===== src/dmm_defines.svh =====
`ifndef DMM_DEFINES_SVH
`define DMM_DEFINES_SVH

// ==========================================================
// in-bank offsets of the core registers
`define OFS_INDIRECT 7'h00
`define OFS_PCL 7'h02
`define OFS_STATUS 7'h03
`define OFS_FSR 7'h04
`define OFS_PROGRAM_COUNTER_LATCH 7'h0A
`define OFS_INTERRUPT_CONTROL_REGISTER 7'h0B

// ==========================================================
// bank select field inside the core flags register
`define BANK_HI_BIT 6
`define BANK_LO_BIT 5

// ==========================================================
// general purpose ram windows (full 8-bit address, banks 0 and 1)
`define GPR0_LO 8'h20
`define GPR1_LO 8'hA0
`define GPR1_HI 8'hBF
`define GPR0_SIZE 8'h60
`define RAM_WORDS 128

// ==========================================================
// peripheral register maps, one bit per offset 00h..1Fh
`define EXT_MAP_BANK0 32'hC0FF_D0E2
`define EXT_MAP_BANK1 32'h801C_50E2
`define SFR_SPAN 7'h20

// ==========================================================
// reset values
`define STATUS_RST 8'h00
`define FSR_RST 8'h00
`define PCL_RST 8'h00
`define PROGRAM_COUNTER_LATCH_RST 8'h00
`define INTERRUPT_CONTROL_REGISTER_RST 8'h00
`define BYTE_ZERO 8'h00

`endif


===== src/dmm_pkg.sv =====
package dmm_pkg;

    // ==========================================================
    // quarter phases of one instruction cycle
    typedef enum logic [1:0] {
        Q1,
        Q2,
        Q3,
        Q4
    } phase_t;

    // ==========================================================
    // what a full data address decodes to
    typedef enum logic [3:0] {
        K_NONE,
        K_IND,
        K_PCL,
        K_STATUS,
        K_FSR,
        K_PROGRAM_COUNTER_LATCH,
        K_INTERRUPT_CONTROL_REGISTER,
        K_RAM,
        K_EXT
    } kind_t;

    // ==========================================================
    // operand access from the core
    typedef struct packed {
        logic [6:0] addr;
        logic [7:0] wdata;
        logic wr_en;
    } core_req_t;

    // ==========================================================
    // access to peripheral registers outside this block
    typedef struct packed {
        logic rd;
        logic wr;
        logic [8:0] addr;
        logic [7:0] wdata;
    } ext_req_t;

    // ==========================================================
    // complete state of the memory map
    typedef struct packed {
        phase_t phase;
        logic [7:0] rdata;
        logic [7:0] status;
        logic [7:0] indirect_address_pointer;
        logic [7:0] program_counter_low_byte;
        logic [7:0] program_counter_latch;
        logic [7:0] interrupt_control_register;
        logic [127:0][7:0] ram;
    } state_t;

endpackage


===== src/banked_data_memory_map.sv =====
`timescale 1ns/1ps
`include "dmm_defines.svh"

module banked_data_memory_map (
    input wire logic clk,
    input wire logic resetn,
    input wire dmm_pkg::core_req_t core_req,
    input wire logic [7:0] ext_rdata,
    output dmm_pkg::ext_req_t ext_req,
    output dmm_pkg::phase_t phase,
    output logic [7:0] rd_data,
    output logic [7:0] status,
    output logic [7:0] indirect_address_pointer,
    output logic [7:0] program_counter_low_byte,
    output logic [7:0] program_counter_latch,
    output logic [7:0] interrupt_control_register
);
    import dmm_pkg::*;

    state_t st;
    state_t next_st;
    // resolved access of the current instruction
    logic [8:0] full_addr;
    kind_t kind;
    logic [6:0] ram_idx;
    logic [7:0] read_value;
    logic write_now;

    // ==========================================================
    // address resolution
    function automatic logic [8:0] resolve(
        input logic [6:0] offset,
        input logic [7:0] flags,
        input logic [7:0] pointer
    );
        logic [8:0] a;
        // direct: both select bits sit above the offset
        a = {flags[`BANK_HI_BIT], flags[`BANK_LO_BIT], offset};
        // offset 00h follows the pointer, select high stays bit 8
        if (offset == `OFS_INDIRECT) begin
            a = {flags[`BANK_HI_BIT], pointer};
        end
        return a;
    endfunction

    // ram windows of banks 0 and 1
    function automatic logic in_ram(input logic [8:0] a);
        logic hit;
        hit = 1'h0;
        if (!a[7] && a[7:0] >= `GPR0_LO) begin
            hit = 1'h1;
        end
        if (a[7] && a[7:0] >= `GPR1_LO && a[7:0] <= `GPR1_HI) begin
            hit = 1'h1;
        end
        return hit;
    endfunction

    // peripheral registers kept outside this block
    function automatic logic in_ext(input logic [8:0] a);
        logic [31:0] map;
        logic hit;
        map = a[7] ? `EXT_MAP_BANK1 : `EXT_MAP_BANK0;
        hit = 1'h0;
        // only offsets below 20h can hold a peripheral
        if (a[6:0] < `SFR_SPAN) begin
            hit = map[a[4:0]];
        end
        return hit;
    endfunction

    function automatic kind_t decode(input logic [8:0] a);
        kind_t k;
        logic [6:0] off;
        off = a[6:0];
        k = K_NONE;
        // banks 2 and 3 hold nothing on the smallest variant
        if (!a[8]) begin
            case (off)
                `OFS_INDIRECT: k = K_IND;
                `OFS_PCL: k = K_PCL;
                `OFS_STATUS: k = K_STATUS;
                `OFS_FSR: k = K_FSR;
                `OFS_PROGRAM_COUNTER_LATCH: k = K_PROGRAM_COUNTER_LATCH;
                `OFS_INTERRUPT_CONTROL_REGISTER: k = K_INTERRUPT_CONTROL_REGISTER;
                default: begin
                    if (in_ram(a)) begin
                        k = K_RAM;
                    end else if (in_ext(a)) begin
                        k = K_EXT;
                    end else begin
                        k = K_NONE;
                    end
                end
            endcase
        end
        return k;
    endfunction

    // bank 1 window sits after the 96 bytes of bank 0
    function automatic logic [6:0] ram_index(input logic [8:0] a);
        logic [7:0] i;
        if (a[7]) begin
            i = a[7:0] - `GPR1_LO + `GPR0_SIZE;
        end else begin
            i = a[7:0] - `GPR0_LO;
        end
        return i[6:0];
    endfunction

    assign full_addr = resolve(core_req.addr, st.status, st.indirect_address_pointer);
    assign kind = decode(full_addr);
    assign ram_idx = ram_index(full_addr);

    // ==========================================================
    // write-back qualifier
    assign write_now = (st.phase == Q4) && core_req.wr_en;

    // ==========================================================
    // read multiplexer
    // mirrored offsets of both banks share one flop
    always_comb begin
        case (kind)
            K_PCL: read_value = st.program_counter_low_byte;
            K_STATUS: read_value = st.status;
            K_FSR: read_value = st.indirect_address_pointer;
            K_PROGRAM_COUNTER_LATCH: read_value = st.program_counter_latch;
            K_INTERRUPT_CONTROL_REGISTER: read_value = st.interrupt_control_register;
            K_RAM: read_value = st.ram[ram_idx];
            K_EXT: read_value = ext_rdata;
            default: read_value = `BYTE_ZERO;
        endcase
    end

    // ==========================================================
    // phase sequencing, operand read and write-back
    always_comb begin
        next_st = st;
        case (st.phase)
            Q1: begin
                // address and pointer settle
                next_st.phase = Q2;
            end
            Q2: begin
                // operand read
                next_st.phase = Q3;
                next_st.rdata = read_value;
            end
            Q3: begin
                next_st.phase = Q4;
            end
            Q4: begin
                // write-back, then the next cycle opens
                next_st.phase = Q1;
                if (write_now) begin
                    case (kind)
                        K_PCL: next_st.program_counter_low_byte = core_req.wdata;
                        K_STATUS: next_st.status = core_req.wdata;
                        K_FSR: next_st.indirect_address_pointer = core_req.wdata;
                        K_PROGRAM_COUNTER_LATCH: next_st.program_counter_latch = core_req.wdata;
                        K_INTERRUPT_CONTROL_REGISTER: next_st.interrupt_control_register = core_req.wdata;
                        K_RAM: next_st.ram[ram_idx] = core_req.wdata;
                        default: next_st.phase = Q1;
                    endcase
                end
            end
            default: begin
                next_st.phase = Q1;
            end
        endcase
    end

    // ==========================================================
    // peripheral strobes
    always_comb begin
        ext_req.addr = full_addr;
        ext_req.wdata = core_req.wdata;
        ext_req.rd = (st.phase == Q2) && (kind == K_EXT);
        ext_req.wr = write_now && (kind == K_EXT);
    end

    // ==========================================================
    // state register
    // synchronous reset; the cycle after release is q1
    always_ff @(posedge clk) begin
        if (!resetn) begin
            st.phase <= Q1;
            st.rdata <= `BYTE_ZERO;
            st.status <= `STATUS_RST;
            st.indirect_address_pointer <= `FSR_RST;
            st.program_counter_low_byte <= `PCL_RST;
            st.program_counter_latch <= `PROGRAM_COUNTER_LATCH_RST;
            st.interrupt_control_register <= `INTERRUPT_CONTROL_REGISTER_RST;
            st.ram <= '0;
        end else begin
            st <= next_st;
        end
    end

    // ==========================================================
    // outputs
    // core registers are shown to the core directly
    assign phase = st.phase;
    assign rd_data = st.rdata;
    assign status = st.status;
    assign indirect_address_pointer = st.indirect_address_pointer;
    assign program_counter_low_byte = st.program_counter_low_byte;
    assign program_counter_latch = st.program_counter_latch;
    assign interrupt_control_register = st.interrupt_control_register;

endmodule


===== config.mk =====
export PLATFORM = sky130hd
export DESIGN_NAME = banked_data_memory_map
export DESIGN_NICKNAME = d
export VERILOG_FILES = /design/src/dmm_pkg.sv /design/src/banked_data_memory_map.sv
export VERILOG_INCLUDE_DIRS = /design/src
export SDC_FILE = /design/constraint.sdc
export NUM_CORES = 2
export LEC_CHECK = 0
export BUFFER_PORTS_ARGS = -buffer_cell sky130_fd_sc_hd__buf_2
export CAP_MARGIN = 20
export CORE_UTILIZATION = 50
export DETAILED_ROUTE_END_ITERATION = 10
export GPL_ROUTABILITY_DRIVEN = 0
export PLACE_DENSITY_LB_ADDON = 0.2
export SLEW_MARGIN = 25
export SYNTH_ARGS = -nofsm -noshare
export SYNTH_HDL_FRONTEND = slang
export SYNTH_SLANG_ARGS = --single-unit
export TNS_END_PERCENT = 1

===== constraint.sdc =====
create_clock -name clk -period 9.5 [get_ports clk]
set_clock_uncertainty 0.2 [all_clocks]
set_input_delay 0.475 -clock clk [delete_from_list [all_inputs] [get_ports clk]]
set_output_delay 0.475 -clock clk [all_outputs]
set_load 0.02 [all_outputs]

======== Word-level counts from Yosys, hierarchy flattened ========
Index checks and enable logic that the tools add are counted.
word-level totals
  word-level logic and storage cells ...... 202
  register bits after elaboration ......... 1074
  output and inout port bits .............. 69
  bits of input ports ..................... 26
cells by class
  eq/ne operators ......................... 15
  $add $sub $neg .......................... 3
  $lt $le $gt $ge ......................... 7
  reduce and logical (&&, ||, !) cells .... 18
  muxes and demuxes ....................... 24
operators with widths
  cell                                                               number
  bitwise mux 1024 bit                                               1
  binary-select mux 8 bit (select 7 bit)                             1
  demux 8 bit (select 7 bit)                                         1
  case mux 8 bit (7 select lines)                                    1
  two-way mux 31 bit                                                 1
  two-way mux 8 bit                                                  3
  case mux 4 bit (6 select lines)                                    1
  AND reduction 3 bit                                                6
  == test 4 x 3 -> 1 bit, second input constant                      4
  == test 7 x 2 -> 1 bit, second input constant                      2
  == test 7 x 4 -> 1 bit, second input constant                      2
  logical NOT 7 bit                                                  2
  subtractor 7 x 6 -> 7 bit, second input constant                   2
  two-way mux 4 bit                                                  3
  two-way mux 1 bit                                                  9
  == test 4 x 2 -> 1 bit, second input constant                      2
  greater-or-equal comparator 8 x 6 -> 1 bit, second input constant  1
  greater-or-equal comparator 8 bit, second input constant           1
  less-or-equal comparator 8 bit, second input constant              1
  less-than comparator 7 x 8 -> 1 bit, second input constant         1
  case mux 2 bit (4 select lines)                                    1
  adder 7 bit, second input constant                                 1
  == test 7 x 3 -> 1 bit, second input constant                      1
  greater-or-equal comparator 7 x 1 -> 1 bit, second input constant  1
  11 further kinds                                                   18

======== Longest topological paths before layout ========
  depth in word-level cells ............... 17
  gate-level depth with buffers ........... 15
  mapped depth without buffers ............ 10

======== Least setup slack after synthesis ========
Ideal clock, no wire load.
  path type ............................... input port to output port
  start ................................... input core_req[15] in the netlist's numbering
  end ..................................... output ext_req[18] in the netlist's numbering
  path slack .............................. 5730 ps
  arrival time ............................ 3095 ps
  required time ........................... 8825 ps
  stages .................................. 9
  path buffers ............................ 3
  cell sequence ........................... buf_2 or3_1 clkbuf_1 o41ai_1 a2111oi_0 or3_1 and3_1 buf_6 and2_1
RTL lines
  what             RTL line                     text
  start, declared  banked_data_memory_map.sv:7  input wire dmm_pkg::core_req_t core_req,
  end, declared    banked_data_memory_map.sv:9  output dmm_pkg::ext_req_t ext_req,

======== Worst setup path after layout ========
  start ................................... register, netlist name indirect_address_pointer[0]
  end ..................................... register st, in the netlist rd_data[5]
on the way
  cells in the longest elaborated chain, start to end .. 13
  elaborated cells on any way between the ends .. 42
  those cells by class .................... add/sub: 3; order compare: 4; eq/ne: 12; mux: 19; reduce/logical: 4
ends and longest elaborated chain
  what                                                                                RTL line                       text
  two-way mux 8 bit *                                                                 banked_data_memory_map.sv:40   if (offset == `OFS_INDIRECT) begin
  parallel branches: the longest is 11 deep, another holds subtractor 7 x 6 -> 7 bit  --
  case mux 8 bit (7 select lines) *                                                   banked_data_memory_map.sv:123  case (kind)
  end signal, assigned                                                                banked_data_memory_map.sv:196  st <= next_st;
  end, declared                                                                       banked_data_memory_map.sv:20   state_t st;
Mark *: on every way between the ends. The select of a mux whose other input is x is not followed.
A chain may end at the register's enable or synchronous reset.

==> results.txt <==
Counting the fill cells in the layout gives 9642. The logs give 16.4% for the remaining max-slew budget at the tightest pin and 4 for the detailed-route DRC error count. For the HPWL reported at the end of detailed placement, the log shows 103000 um. The iteration count of the initial detailed-routing pass came out at 9.

TritonCTS built the clock tree. The post-synth net total is 6264, and the H-tree depth reported by CTS is 3. For the required time at the worst-slack endpoint, the log shows 9.95 ns. Summing all flip-flop and latch instances after layout gives 0.0215 mm2. The detailed router finished its first iteration with 5257 violations.

The run gives 0 as the total overflow reported by the global router. The sequential cell area fraction in the yosys report is 40.3%. The checks that failed: DRC.

Summing all placed instances gives a cell area of 0.0539 mm2. The run gives 0.106 mm2 as the placeable core region. The kind of path behind the tightest hold check was in2reg.

STA classifies the critical path startpoint as a flop. For this block, the routed nets add up to 180000 um of wire. The synthesized design contains 0 enable-type register cells. Of the total synthesized cell area, the portion taken by full adders, half adders and majority gates is 0.117%. The logs give 32.3% for the total global routing track utilization and 50.6% for the initial core utilization. In this run, the combinational gates consume 7.7% of the power.

IR analysis of the VDD net gives a maximum drop of 0.000147 V. Summing all multi-input logic gate instances after layout gives 0.0291 mm2. The width of the chip is 329 um. Each instance of the synthesized netlist takes up on average 8.56 um2.

The flow ran to the end, but the final reports show violations. The count of synthesis-stage warnings from yosys was 0; the power spent charging and discharging nets was 2.53 mW. Number of buffers inserted by hold repair at cts: 7.

At the later pin of the worst-skew pair, clock insertion delay measures 0.72 ns. The tools report the summed negative setup slack over all endpoints as 0 ns. The number of global-route vias before repair is 42300.

For the data arrival time of the critical path, the log shows 6.34 ns. Based on the critical path, the design can be clocked at up to 0.170 GHz. Row generation in the floorplan step produced 119 rows. Dominant synthesized flop cell: sky130_fd_sc_hd__dfxtp_1. Of the total power, the share spent switching nets is 25.4%.

Transition time at the pin with the least slew margin: 1.25 ns. The post-detailed-route via-to-cell ratio was 6.16; the area growth from synthesis to layout was 8.77%. The analysis attributes to cell leakage a power of 17.6 nW.

STA classifies the critical path endpoint as a flop. The tools report the hold violation total from the final report as 0. The area share of xor/xnor cells in the synthesized design came out at 0.0328%. The library cell used most frequently in the layout, excluding fill and tap cells, is sky130_fd_sc_hd__nand2_1. The CTS clock-pin slew for the worst setup and hold paths was 0.06 ns; the post-route cell area was 0.0581 mm2. The number of antenna violations at the first check in global routing is 4, and the post-synthesis async set-or-reset flop share is 0%. Count of port buffers added during placement: 94. The tools report the I/O pin total as 95. In this run the cell area of the synthesized design comes to 0.0534 mm2. Setup repair after global routing left no endpoint under its margin.

Leaving out fill and tap cells, the most frequent cells in the layout are 1371 x sky130_fd_sc_hd__nand2_1, 1074 x sky130_fd_sc_hd__dfxtp_1, 694 x sky130_fd_sc_hd__nor2b_1. The post-cts resize count is 0, and the floorplan die height is 329 um. Counting every sink on the clock net gives 1074. For the count of nets after finishing, the log shows 5955.

The first-pass GRT wire length is 270000 um, and the count of max-cap constraint violations is 0. In this run the post-CTS setup repair buffer count came out at 0. The final route contains 45700 vias. In this run, the clock network consumes 47.0% of the power. No sink is reached through more buffers than the 3 on the longest clock path. The share of the cycle needed by the critical path after routing was 62.0%; the number of synthesized register bits was 1074.

The number of pins exceeding their max-slew limit in the final report is 0. The time the worst path needs with I/O delays and setup was 5.89 ns. Summing the areas of all and, or, nand and nor instances in the mapped netlist gives 23.7% of the synthesized area.

Combinational family with the most area after synthesis: simple AND/OR/NAND/NOR gates. The clock root buffer was sky130_fd_sc_hd__clkbuf_16. The tools report the internal power of the cells as 7.44 mW. The mux cell area share after synthesis is 10.7%. The count of nets left with antenna violations once routing finished came out at 0. The power per unit of standard cell area is 172 mW/mm2. The floorplan step defined a die boundary enclosing 0.108 mm2. The pin count of the biggest net entering global routing came out at 294. The share of post-route cells with drive strength above 1 was 8.28%. By startpoint and endpoint, the worst setup path is classified as reg2reg.

Number of distinct standard cells referenced by the synthesized netlist: 73. The synthesized netlist devotes 19.5% of its cell area to compound gates. After detailed routing, the average wire length per cell comes to 24.3 um. In this run the worst path has a maximum fanout of 120.

For the setup-violating endpoint count in the final report, the log shows 0. The run gives 45.3% as the portion of total power attributed to sequential cells. The number of clock buffers added by TritonCTS is 115. In the synthesized netlist, the number of instances is 6233.
## flip-flops by register name, indices dropped and copies added, names as in the netlist
register,cells
interrupt_control_register,8
indirect_address_pointer,8
status,8
st,1024
program_counter_low_byte,8
rd_data,8
phase,2
program_counter_latch,8
## logic make-up (layout without fill, tap and decap cells)
group	Yosys count	after routing
other	0	3
multiplexers	570	570
AND/OR/NAND/NOR	2506	2506
XOR/XNOR	2	2
AO/OA/AOI/OAI	1356	1356
buffers and inverters	720	511
adder cells (fa/ha/maj)	5	5
flip-flops	1074	1074
## metrics by stage
stage / instances / util [%] / setup slack [ns] / power [mW] / hold WS (ns)
CTS: 7412 / 54.9 / 3.89 / 9.98 / 0.0530
floorplan: 6233 / - / 5.73 / 5.08 / 0.239
detailed placement: 7188 / 51.1 / 3.62 / 5.35 / 0.255
global route: 7416 / 55.0 / 3.65 / 10.2 / 0.0680
global placement: 7186 / 51.0 / 3.53 / 5.35 / 0.249
finish: 7418 / 55.0 / 3.61 / 9.97 / 0.0576
## cell type report
cell class / instances / area share [%]
multi-input cells: 4439 / 50.1
flip-flops and latches: 1074 / 37.0
clock buffers: 159 / 5.85
well taps: 1391 / 3.00
repair buffers: 170 / 2.25
clock inverters: 58 / 0.963
inverters: 124 / 0.815
diodes: 3 / 0.0129
## power by group through the flow
stage,logic [mW],registers (mW),clock network (mW)
after floorplan,0.468,4.61,0
after global placement,0.732,4.61,0
after detailed placement,0.736,4.61,0
after CTS,0.740,4.51,4.73
after global routing,0.783,4.51,4.93
final,0.770,4.51,4.69
## cells in the mapped netlist (all sizes together) (41+ instances only)
master	n	share of area, %
dfxtp	1074	40
mux2i	569	11
nor2b	694	8.1
clkbuf	394	2.8
nor2	97	0.70
a21boi	538	7.6
a221oi	173	2.8
buf	202	2.1
nor3	80	2.2
o41ai	70	1.2
a21oi	102	0.96
a32oi	41	0.67
a2111oi	89	1.5
nand2b	75	0.88
nand2	1380	9.8
nand3	109	1.0
a211oi	207	2.9
inv	124	0.87
## critical path, cell delays in order (launching register included)
cell and delay (ns):
sky130_fd_sc_hd__dfxtp_1 0.44, sky130_fd_sc_hd__nor3b_2 0.28, sky130_fd_sc_hd__buf_12 0.42, sky130_fd_sc_hd__a21oi_4 0.34
sky130_fd_sc_hd__inv_8 0.63, sky130_fd_sc_hd__buf_4 0.62, sky130_fd_sc_hd__a2111oi_0 0.23, sky130_fd_sc_hd__o41ai_1 0.96
sky130_fd_sc_hd__a41oi_1 0.69, sky130_fd_sc_hd__a21oi_1 0.37, sky130_fd_sc_hd__nand4_1 0.22, sky130_fd_sc_hd__a21oi_1 0.20
## per-layer routing
| layer | global-route usage (%) | wire [um] | up-vias |
|---|---|---|---|
| met5 | 0 | 27 | - |
| met4 | 14.7 | 8470 | 4 |
| met3 | 6.28 | 15600 | 461 |
| met2 | 48.5 | 78200 | 2114 |
| met1 | 44.7 | 78000 | 22100 |
| li1 | - | - | 21000 |
## final timing paths
| kind | start | to | slack [ns] | cells past startpoint |
|---|---|---|---|---|
| setup / recovery | indirect_address_pointer[0] | rd_data[5] | 3.61 | 11 |
| hold / removal | core_req[1] | st[456] | 0.06 | 3 |
| setup reg to reg | indirect_address_pointer[0] | rd_data[5] | 3.61 | 11 |
| hold reg to reg | st[432] | st[432] | 0.26 | 2 |
Note: power is estimated with default switching activity, not from simulation.
